[config.mk]
export PLATFORM = sky130hd
export DESIGN_NAME = srsp_reg_bank
export DESIGN_NICKNAME = d
export VERILOG_FILES = /design/src/shared/srsp_pkg.sv /design/src/core/srsp_serial_slave.sv /design/src/core/srsp_reg_bank.sv
export SDC_FILE = /design/constraint.sdc
export NUM_CORES = 1
export LEC_CHECK = 0
export CAP_MARGIN = 20
export CORE_ASPECT_RATIO = 1.4
export CORE_MARGIN = 10
export CORE_UTILIZATION = 40
export CTS_BUF_LIST = sky130_fd_sc_hd__clkbuf_4
export CTS_CLUSTER_DIAMETER = 120
export CTS_CLUSTER_SIZE = 8
export DETAILED_ROUTE_END_ITERATION = 8
export DONT_BUFFER_PORTS = 1
export PLACE_DENSITY_LB_ADDON = 0.3
export REMOVE_ABC_BUFFERS = 1
export SLEW_MARGIN = 30
export SYNTH_ARGS = -nofsm -noshare
export SYNTH_HDL_FRONTEND = slang
export SYNTH_SLANG_ARGS = --single-unit
[constraint.sdc]
create_clock -name i_clock -period 2.5 [get_ports i_clock]
set_clock_uncertainty 0.15 [all_clocks]
set_input_delay 0.375 -clock i_clock [delete_from_list [all_inputs] [get_ports i_clock]]
set_output_delay 0.375 -clock i_clock [all_outputs]
set_load 0.02 [all_outputs]
[src/shared/srsp_pkg.sv]
// shared constants for the sensor result, status and parameter map
package srsp_pkg;
	// byte addresses on the serial bus
	localparam logic [7:0] ADDR_AUX_LOW = 8'h2C;
	localparam logic [7:0] ADDR_AUX_HIGH = 8'h2D;
	localparam logic [7:0] ADDR_MAILBOX = 8'h2E;
	localparam logic [7:0] ADDR_CHIP_STATE = 8'h30;
	localparam logic [7:0] ADDR_KEY_FIRST = 8'h3B;
	localparam logic [7:0] ADDR_KEY_LAST = 8'h3E;
	// values after reset
	localparam logic [7:0] RST_AUX_LOW = 8'h00;
	localparam logic [7:0] RST_AUX_HIGH = 8'h00;
	localparam logic [7:0] RST_MAILBOX = 8'h00;
	localparam logic [31:0] RST_KEY = 32'h0000_0000;
	// chip state field positions
	localparam int STATE_AWAKE_BIT = 2;
	localparam int STATE_SUSPEND_BIT = 1;
	localparam int STATE_SLEEP_BIT = 0;
	// parameter memory layout
	localparam int PARAM_DEPTH = 32;
	localparam logic [4:0] PRM_BUS_ADDRESS = 5'h00;
	localparam logic [4:0] PRM_CHANNEL_LIST = 5'h01;
	localparam logic [4:0] PRM_LED12_SELECT = 5'h02;
	localparam logic [4:0] PRM_LED3_SELECT = 5'h03;
	localparam logic [4:0] PRM_RSVD_ZERO = 5'h04;
	localparam logic [4:0] PRM_PROX1_INPUT_SELECT = 5'h07;
	localparam logic [4:0] PRM_PROX2_INPUT_SELECT = 5'h08;
	localparam logic [4:0] PRM_PROX3_INPUT_SELECT = 5'h09;
	localparam logic [4:0] PRM_RSVD_A = 5'h0D;
	localparam logic [4:0] PRM_AUXILIARY_INPUT_SELECT = 5'h0F;
	localparam logic [4:0] PRM_RSVD_B = 5'h13;
	localparam logic [4:0] PRM_RSVD_C = 5'h14;
	localparam logic [4:0] PRM_RSVD_D = 5'h15;
	localparam logic [7:0] RST_LED12_SELECT = 8'h21;
	localparam logic [7:0] RST_LED3_SELECT = 8'h04;
	localparam logic [7:0] RST_RSVD_A = 8'h02;
	localparam logic [7:0] RST_RSVD_B = 8'h40;
	localparam logic [7:0] RST_PARAM = 8'h00;
	// serial slave address after reset; value arbitrary
	localparam logic [6:0] RST_BUS_ADDRESS = 7'h2A;
	// serial slave bit counting
	localparam logic [3:0] BITS_PER_BYTE = 4'h8;
endpackage

[src/core/srsp_serial_slave.sv]
// serial two-wire slave that moves bytes between the bus and a byte register port
`timescale 1ns/10ps
module srsp_serial_slave (
	input wire logic i_clock,
	input wire logic i_srst,
	input wire logic i_scl,
	input wire logic i_sda,
	output logic o_sda,
	output logic o_sda_oe_n,
	input wire logic [6:0] i_dev_addr,
	output logic [7:0] o_addr,
	output logic o_wr,
	output logic [7:0] o_wdata,
	input wire logic [7:0] i_rdata
);
	import srsp_pkg::*;

	typedef enum logic [2:0] {S_IDLE, S_ADDR, S_ADDR_ACK, S_PTR, S_WDATA, S_WACK, S_RDATA, S_RACK} srsp_phase_t;
	typedef struct packed {
		logic scl;
		logic sda;
		srsp_phase_t phase;
		logic [3:0] cnt;
		logic [7:0] shreg;
		logic [7:0] ptr;
		logic rw;
		logic drive_low;
		logic wr;
		logic [7:0] wdata;
	} srsp_slave_t;

	srsp_slave_t q;
	srsp_slave_t next_q;
	logic rise;
	logic fall;
	logic start;
	logic stop;

	// bus edges and framing conditions
	assign rise = i_scl & ~q.scl;
	assign fall = ~i_scl & q.scl;
	assign start = i_scl & q.scl & q.sda & ~i_sda;
	assign stop = i_scl & q.scl & ~q.sda & i_sda;

	// protocol sequencer
	always_comb begin
		next_q = q;
		next_q.scl = i_scl;
		next_q.sda = i_sda;
		next_q.wr = 1'b0;
		if (start) begin
			next_q.phase = S_ADDR;
			next_q.cnt = 4'h0;
			next_q.drive_low = 1'b0;
		end else if (stop) begin
			next_q.phase = S_IDLE;
			next_q.drive_low = 1'b0;
		end else begin
			unique case (q.phase)
				S_IDLE: begin
					next_q.drive_low = 1'b0;
				end
				S_ADDR, S_PTR, S_WDATA: begin
					if (rise && q.cnt != BITS_PER_BYTE) begin
						next_q.shreg = {q.shreg[6:0], i_sda};
						next_q.cnt = q.cnt + 4'h1;
					end else if (fall && q.cnt == BITS_PER_BYTE) begin
						next_q.cnt = 4'h0;
						if (q.phase == S_ADDR) begin
							next_q.rw = q.shreg[0];
							next_q.phase = (q.shreg[7:1] == i_dev_addr) ? S_ADDR_ACK : S_IDLE;
							next_q.drive_low = (q.shreg[7:1] == i_dev_addr);
						end else begin
							next_q.phase = S_WACK;
							next_q.drive_low = 1'b1;
							if (q.phase == S_PTR) begin
								next_q.ptr = q.shreg;
							end else begin
								next_q.wr = 1'b1;
								next_q.wdata = q.shreg;
							end
						end
					end
				end
				S_ADDR_ACK, S_WACK: begin
					if (fall) begin
						next_q.cnt = 4'h0;
						next_q.drive_low = 1'b0;
						if (q.phase == S_WACK) begin
							next_q.phase = S_WDATA;
							if (q.wr) begin
								next_q.ptr = q.ptr + 8'h01;
							end
						end else if (q.rw) begin
							next_q.phase = S_RDATA;
							next_q.shreg = i_rdata;
							next_q.drive_low = ~i_rdata[7];
							next_q.cnt = 4'h1;
						end else begin
							next_q.phase = S_PTR;
						end
					end else if (q.wr) begin
						next_q.ptr = q.ptr + 8'h01; // write pointer steps after each stored byte
					end
				end
				S_RDATA: begin
					if (fall) begin
						if (q.cnt != BITS_PER_BYTE) begin
							next_q.drive_low = ~q.shreg[3'h7 - q.cnt[2:0]];
							next_q.cnt = q.cnt + 4'h1;
						end else begin
							next_q.drive_low = 1'b0;
							next_q.phase = S_RACK;
							next_q.ptr = q.ptr + 8'h01;
						end
					end
				end
				S_RACK: begin
					if (rise && i_sda) begin
						next_q.phase = S_IDLE; // host refused more data
					end else if (fall) begin
						next_q.phase = S_RDATA;
						next_q.shreg = i_rdata;
						next_q.drive_low = ~i_rdata[7];
						next_q.cnt = 4'h1;
					end
				end
			endcase
		end
	end

	// state register
	always_ff @(posedge i_clock) begin
		if (i_srst) begin
			q <= '{scl: 1'b1, sda: 1'b1, phase: S_IDLE, cnt: 4'h0, shreg: 8'h00, ptr: 8'h00,
				rw: 1'b0, drive_low: 1'b0, wr: 1'b0, wdata: 8'h00};
		end else begin
			q <= next_q;
		end
	end

	// open-drain data pin and byte port
	assign o_sda = 1'b0;
	assign o_sda_oe_n = ~q.drive_low;
	assign o_addr = q.ptr;
	assign o_wr = q.wr;
	assign o_wdata = q.wdata;
endmodule

[src/core/srsp_reg_bank.sv]
// result, mailbox, chip state and key registers with the indirect parameter memory
`timescale 1ns/10ps
module srsp_reg_bank (
	input wire logic i_clock,
	input wire logic i_srst,
	input wire logic i_scl,
	input wire logic i_sda,
	output logic o_sda,
	output logic o_sda_oe_n,
	input wire logic i_aux_result_valid,
	input wire logic [15:0] i_aux_result,
	input wire logic i_awake,
	input wire logic i_suspend,
	input wire logic i_sleep,
	input wire logic i_parameter_read_command,
	input wire logic i_parameter_write_command,
	input wire logic i_apply_bus_address_command,
	input wire logic [4:0] i_param_offset,
	input wire logic [7:0] i_param_value,
	output logic [6:0] o_bus_address,
	output logic [7:0] o_channel_list,
	output logic [7:0] o_prox1_input_select,
	output logic [7:0] o_prox2_input_select,
	output logic [7:0] o_prox3_input_select,
	output logic [7:0] o_auxiliary_input_select,
	output logic [7:0] o_led12_select,
	output logic [7:0] o_led3_select
);
	import srsp_pkg::*;

	typedef struct packed {
		logic [7:0] aux_result_low;
		logic [7:0] aux_result_high;
		logic [7:0] parameter_readback_mailbox;
		logic [7:0] chip_state;
		logic [31:0] reserved_analog_key;
		logic [6:0] bus_address;
		logic [PARAM_DEPTH-1:0][7:0] param;
	} srsp_bank_t;

	// register that a serial-bus address selects
	typedef enum logic [2:0] {T_NONE, T_AUX_LOW, T_AUX_HIGH, T_MAILBOX, T_CHIP_STATE, T_KEY} srsp_target_t;

	srsp_bank_t q;
	srsp_bank_t next_q;
	logic [7:0] bus_addr;
	logic bus_wr;
	logic [7:0] bus_wdata;
	logic [7:0] bus_rdata;
	srsp_target_t bus_target;

	// byte lane of the key field for a bus address, most significant byte first
	function automatic logic [1:0] srsp_key_lane(input logic [7:0] addr);
		logic [7:0] diff;
		diff = addr - ADDR_KEY_FIRST;
		return 2'h3 - diff[1:0];
	endfunction

	// true when an address falls inside the key field
	function automatic logic srsp_is_key(input logic [7:0] addr);
		return (addr >= ADDR_KEY_FIRST) && (addr <= ADDR_KEY_LAST);
	endfunction

	// map a bus address onto its register; the read and write paths share this decode
	function automatic srsp_target_t srsp_decode(input logic [7:0] addr);
		srsp_target_t target;
		target = T_NONE;
		if (addr == ADDR_AUX_LOW) begin
			target = T_AUX_LOW;
		end else if (addr == ADDR_AUX_HIGH) begin
			target = T_AUX_HIGH;
		end else if (addr == ADDR_MAILBOX) begin
			target = T_MAILBOX;
		end else if (addr == ADDR_CHIP_STATE) begin
			target = T_CHIP_STATE;
		end else if (srsp_is_key(addr)) begin
			target = T_KEY;
		end
		return target;
	endfunction

	// reset image of the parameter memory
	function automatic logic [PARAM_DEPTH-1:0][7:0] srsp_param_reset();
		logic [PARAM_DEPTH-1:0][7:0] img;
		for (int i = 0; i < PARAM_DEPTH; i++) begin
			img[i] = RST_PARAM;
		end
		img[PRM_BUS_ADDRESS] = {1'b0, RST_BUS_ADDRESS};
		img[PRM_LED12_SELECT] = RST_LED12_SELECT;
		img[PRM_LED3_SELECT] = RST_LED3_SELECT;
		img[PRM_RSVD_A] = RST_RSVD_A;
		img[PRM_RSVD_B] = RST_RSVD_B;
		return img;
	endfunction

	// serial slave; parameter memory is not on its address map
	srsp_serial_slave u_srsp_serial_slave (
		.i_clock(i_clock),
		.i_srst(i_srst),
		.i_scl(i_scl),
		.i_sda(i_sda),
		.o_sda(o_sda),
		.o_sda_oe_n(o_sda_oe_n),
		.i_dev_addr(q.bus_address),
		.o_addr(bus_addr),
		.o_wr(bus_wr),
		.o_wdata(bus_wdata),
		.i_rdata(bus_rdata)
	);

	// decoded register behind the current bus pointer
	assign bus_target = srsp_decode(bus_addr);

	// bus read multiplexer; unmapped and reserved bits read zero
	always_comb begin
		bus_rdata = 8'h00;
		unique case (bus_target)
			T_AUX_LOW: begin
				bus_rdata = q.aux_result_low;
			end
			T_AUX_HIGH: begin
				bus_rdata = q.aux_result_high;
			end
			T_MAILBOX: begin
				bus_rdata = q.parameter_readback_mailbox;
			end
			T_CHIP_STATE: begin
				bus_rdata = q.chip_state;
			end
			T_KEY: begin
				bus_rdata = q.reserved_analog_key[srsp_key_lane(bus_addr)*8 +: 8];
			end
			T_NONE: begin
				bus_rdata = 8'h00; // parameter offsets are not bus addresses
			end
		endcase
	end

	// register updates from the bus, the measurement side and the sequencer
	always_comb begin
		next_q = q;
		// chip state follows the power sequencer; upper bits stay zero
		next_q.chip_state = 8'h00;
		next_q.chip_state[STATE_AWAKE_BIT] = i_awake;
		next_q.chip_state[STATE_SUSPEND_BIT] = i_suspend;
		next_q.chip_state[STATE_SLEEP_BIT] = i_sleep;
		// host writes land one cycle after the slave's write strobe, which follows the scl fall after the data byte's eighth bit
		if (bus_wr) begin
			unique case (bus_target)
				T_AUX_LOW: begin
					next_q.aux_result_low = bus_wdata;
				end
				T_AUX_HIGH: begin
					next_q.aux_result_high = bus_wdata;
				end
				T_MAILBOX: begin
					next_q.parameter_readback_mailbox = bus_wdata;
				end
				T_KEY: begin
					next_q.reserved_analog_key[srsp_key_lane(bus_addr)*8 +: 8] = bus_wdata;
				end
				T_NONE, T_CHIP_STATE: begin
					// chip state is read only and parameters are off the bus
				end
			endcase
		end
		// a new measurement wins over a host write in the same cycle
		if (i_aux_result_valid) begin
			next_q.aux_result_low = i_aux_result[7:0];
			next_q.aux_result_high = i_aux_result[15:8];
		end
		// indirect parameter access
		if (i_parameter_write_command) begin
			next_q.param[i_param_offset] = i_param_value;
		end
		if (i_parameter_read_command) begin
			next_q.parameter_readback_mailbox = q.param[i_param_offset];
		end
		// stored address takes effect only on the apply command
		if (i_apply_bus_address_command) begin
			next_q.bus_address = q.param[PRM_BUS_ADDRESS][6:0];
		end
	end

	// state register
	always_ff @(posedge i_clock) begin
		if (i_srst) begin
			q.aux_result_low <= RST_AUX_LOW;
			q.aux_result_high <= RST_AUX_HIGH;
			q.parameter_readback_mailbox <= RST_MAILBOX;
			q.chip_state <= 8'h00;
			q.reserved_analog_key <= RST_KEY;
			q.bus_address <= RST_BUS_ADDRESS;
			q.param <= srsp_param_reset();
		end else begin
			q <= next_q;
		end
	end

	// parameter fields that steer the measurement side
	assign o_bus_address = q.bus_address;
	assign o_channel_list = q.param[PRM_CHANNEL_LIST];
	assign o_prox1_input_select = q.param[PRM_PROX1_INPUT_SELECT];
	assign o_prox2_input_select = q.param[PRM_PROX2_INPUT_SELECT];
	assign o_prox3_input_select = q.param[PRM_PROX3_INPUT_SELECT];
	assign o_auxiliary_input_select = q.param[PRM_AUXILIARY_INPUT_SELECT];
	assign o_led12_select = q.param[PRM_LED12_SELECT];
	assign o_led3_select = q.param[PRM_LED3_SELECT];
endmodule

==> run_results.csv <==
group,metric,value,unit
logic_synthesis,ys_ff_latch,358,
route,drt_iter0_markers,1328,
power,ir_drop,0.000413,V
timing,worstMarginPinSlew,766,ps
critical_path,slowest_delay,580,ps
clock_tree,cts_made_buffers,50,
floorplan,die-height,267,µm
power,p_int,7.25,mW
logic_synthesis,synth.avg_cell_area,8.76,µm²
cells_and_area,syn2layout_area_growth,21.0,%
timing,timing.final.ws_setup,-8.34,ps
placed_design,place_congestion,0.909,
global_route,grt_max_degree,215,
cells_and_area,fin_area,0.0211,mm²
power,p_leak,7.91,nW
power,powerDensity,464,mW/mm²
job,maxCapViolCount,0,
timing,post-route-period-util,1.00,
timing,fmax,0.399,GHz
logic_synthesis,synthArstFlopShare,0,
power,seqPwrFrac,0.596,
clock_tree,clk_latency,830,ps
worst_hold_path,min-delay-start,"i_srst",
clock_tree,path_clk_slew,100,ps
critical_path,crit_path_end_kind,"flop",
timing,drv_slew,0,
clock_tree,cts_max_level,2,
power,p_sw,2.55,mW
floorplan,rows,90,
critical_path,worstPathRequired,3020,ps
critical_path,cp_top_family,"buffers and inverters",
route,firstDrtPassIters,5,
outcome,violations,"negative setup slack",
critical_path,reg2reg_from,"q[221]",
global_route,grt_antenna_before_repair,1,
floorplan,die_x,196,µm
timing,hold_violations,0,
route,viasPerCell,5.70,
critical_path,reg2reg_depth,7,
timing,setup_viol,1,
clock_tree,cts_sinks,358,
clock_tree,cts_setup_buffers,0,
outcome,status,"finished with violations",
critical_path,path_buf_inv,1,
logic_synthesis,netlist_area,0.0174,mm²
critical_path,critPathKind,"flop to flop",
floorplan,start_util,0.404,
placed_design,placed_cell_area,0.0176,mm²
cells_and_area,stdcell_count,2756,
logic_synthesis,synth_cells,1989,
critical_path,cp.depth,7,
power,p_clk_frac,0.325,
worst_hold_path,hold_class,"primary input to flop",
global_route,grt_pass1_wl,91000,µm
logic_synthesis,ys_seq_area_frac,0.411,
power,combPwrFrac,0.079,
floorplan,dieArea,0.0524,mm²
floorplan,core_area,0.0431,mm²
logic_synthesis,ys_types,75,
clock_tree,cts_buffer_depth,3,
route,wirelength,58800,µm
floorplan,pin_count,105,
critical_path,startpoint,"q[221]",
cells_and_area,drive_above_1_share,0.119,
timing,slew_headroom,0.487,
global_route,first_global_vias,15721,
placed_design,place_hpwl,35300,µm
route,wl_per_cell,21.3,µm
route,route.detailed.drc,0,
clock_tree,cts_root_buffer,"clkbuf_4",
critical_path,worstPathArrival,3030,ps
power,swShare,0.260,
route,ant_nets,0,
placed_design,io_buffers,0,
cells_and_area,nNetsFinal,2247,
critical_path,crit_path_end,"q[308]",
global_route,track_usage,0.218,
clock_tree,cts_tree,"yes",
critical_path,timing.rr.end,"q[308]",
critical_path,path_cells,"mux4_2, a22oi_2, nand3_1, a21oi_1, and3_1, dlygate4sd3_1, a211oi_1",
route,vias,15715,
critical_path,cp_slowest_cell,"dlygate4sd3_1",
critical_path,worstPathMaxFanout,2,
critical_path,rrSetupSlack,-8,ps
timing,fin_crit,2510,ps
placed_design,dp.cells,2408,
timing,whs,49.1,ps
logic_synthesis,yosysWarnings,0,
logic_synthesis,synth-edff-count,0,
global_route,gr-total-overflow,0,
logic_synthesis,ys.flop_type,"dfxtp_1",
critical_path,startpoint_type,"flop",
how the worst min path moves through the flow:
stage / to / slack, ps / cells after the start
floorplan: q[263] / 270 / 2
finish: u_srsp_serial_slave.q[35] / 50 / 2
detailed placement: q[221] / 290 / 2
global route: u_srsp_serial_slave.q[35] / 10 / 2
CTS: q[296] / 1 / 2
global placement: q[37] / 290 / 2
power groups by stage:
stage / clock, mW / sequential, mW / combinational [mW]
floorplan: 0 / 5.95 / 0.327
global placement: 0 / 5.97 / 0.453
detailed placement: 0 / 5.97 / 0.460
CTS: 3.26 / 5.84 / 0.761
global route: 3.46 / 5.85 / 0.826
finish: 3.18 / 5.84 / 0.776
cell type report:
| cell class | instances | area [µm²] |
|---|---|---|
| tap | 552 | 691 |
| clock inverter | 3 | 63.8 |
| fill | 4067 | 22000 |
| timing repair buffer | 372 | 3640 |
| inverter | 17 | 63.8 |
| multi-input combinational | 1401 | 9090 |
| antenna | 2 | 5.00 |
| sequential | 358 | 7170 |
| clock buffer | 51 | 383 |
layer usage:
metal / global-route usage / wire length, µm / up-vias
met1: 0.251 / 22800 / 7728
li1: - / - / 7302
met3: 0.0367 / 3640 / 130
met5: 0 / 0 / -
met4: 0.0959 / 2290 / 0
met2: 0.387 / 30000 / 555
repair_timing:
| action | 4_1_cts | 5_1_grt |
|---|---|---|
| resized for setup | 0 | 8 |
| hold endpoints to repair | 358 | 14 |
| hold buffers | 291 | 1 |
| setup endpoints to repair | 0 | 30 |
cell families after synthesis:
family	synth area share
other cells	0.000215
flops	0.411
mux	0.189
xor+xnor	0.00452
simple gates	0.203
buf+inv	0.0699
fa+ha+maj	0.00502
compound gates	0.116
synthesized netlist by cell type (3+ instances only):
master | instances | area share
nand2_1 | 279 | 0.060
a31oi_1 | 8 | 0.0029
or2_2 | 7 | 0.0025
nor4_4 | 4 | 0.0049
o21ai_0 | 37 | 0.011
nand4_1 | 8 | 0.0029
a32o_1 | 3 | 0.0017
o31ai_1 | 5 | 0.0022
a22o_1 | 6 | 0.0030
nor2_2 | 13 | 0.0047
and3b_1 | 5 | 0.0025
nor4_1 | 3 | 0.0011
xor2_1 | 3 | 0.0015
buf_1 | 8 | 0.0017
nor2_1 | 243 | 0.052
inv_1 | 16 | 0.0034
buf_6 | 8 | 0.0052
a22oi_1 | 17 | 0.0073
mux2_2 | 14 | 0.0090
mux4_2 | 57 | 0.074
ha_1 | 7 | 0.0050
xnor2_1 | 6 | 0.0030
o21bai_1 | 3 | 0.0013
a21oi_1 | 214 | 0.061
a221oi_1 | 4 | 0.0020
and3_1 | 6 | 0.0022
clkbuf_1 | 97 | 0.021
nand3_2 | 4 | 0.0023
mux2i_1 | 186 | 0.11
a311oi_1 | 4 | 0.0020
nand2b_1 | 22 | 0.0079
nor4bb_1 | 3 | 0.0017
nor2b_1 | 17 | 0.0061
o211ai_1 | 10 | 0.0043
nor3_1 | 36 | 0.010
dfxtp_1 | 358 | 0.41
buf_2 | 31 | 0.0089
buf_4 | 68 | 0.029
nand3_1 | 107 | 0.031
a211oi_1 | 12 | 0.0052
and2_1 | 6 | 0.0022
worst register-to-register path, stage by stage, from the launching register on:
cell and delay [ps]:
dfxtp_1 320, mux4_2 500, a22oi_2 310, nand3_1 110, a21oi_1 140, and3_1 190
dlygate4sd3_1 580, a211oi_1 60
layout by cell type (no fill, tap or decap), drive strengths merged, types with 3 or more instances in the layout:
| master | n |
|---|---|
| xor2 | 3 |
| or2 | 8 |
| and2 | 7 |
| and3 | 7 |
| mux4 | 57 |
| nand3 | 112 |
| nor2 | 256 |
| nand2b | 22 |
| nand3b | 3 |
| and3b | 5 |
| nor2b | 17 |
| nand2 | 279 |
| mux2i | 186 |
| nor4 | 8 |
| a32o | 3 |
| inv | 17 |
| clkbuf | 51 |
| dlygate4sd3 | 281 |
| a221oi | 4 |
| a22o | 6 |
| nand4 | 8 |
| ha | 7 |
| a21oi | 215 |
| dfxtp | 358 |
| a31oi | 8 |
| a22oi | 17 |
| mux2 | 14 |
| o21ai | 37 |
| xnor2 | 6 |
| o31ai | 5 |
| buf | 91 |
| nor3 | 36 |
| o21bai | 3 |
| o211ai | 10 |
| a211oi | 13 |
| nor4bb | 3 |
| a311oi | 5 |
flip-flops by register name (all words and copies together) (netlist names), 8 cells and up:
register and cells:
o_auxiliary_input_select 8, o_channel_list 8, o_led12_select 8, o_led3_select 8, o_prox1_input_select 8, o_prox2_input_select 8, o_prox3_input_select 8, q 259
u_srsp_serial_slave.o_addr 8, u_srsp_serial_slave.o_wdata 8, u_srsp_serial_slave.q 19
per-stage QoR:
step | worst slack (ps) | util | TNS [ps] | total power [mW]
6_report | -8.34 | 0.489 | -8.34 | 9.80
5_1_grt | -60.3 | 0.489 | -60.3 | 10.1
4_1_cts | 22.8 | 0.488 | 0 | 9.86
3_5_place_dp | 155 | 0.408 | 0 | 6.43
3_3_place_gp | 166 | 0.408 | 0 | 6.42
2_1_floorplan | -2170 | - | -144950 | 6.27
Power figures use the tool's default switching activity.
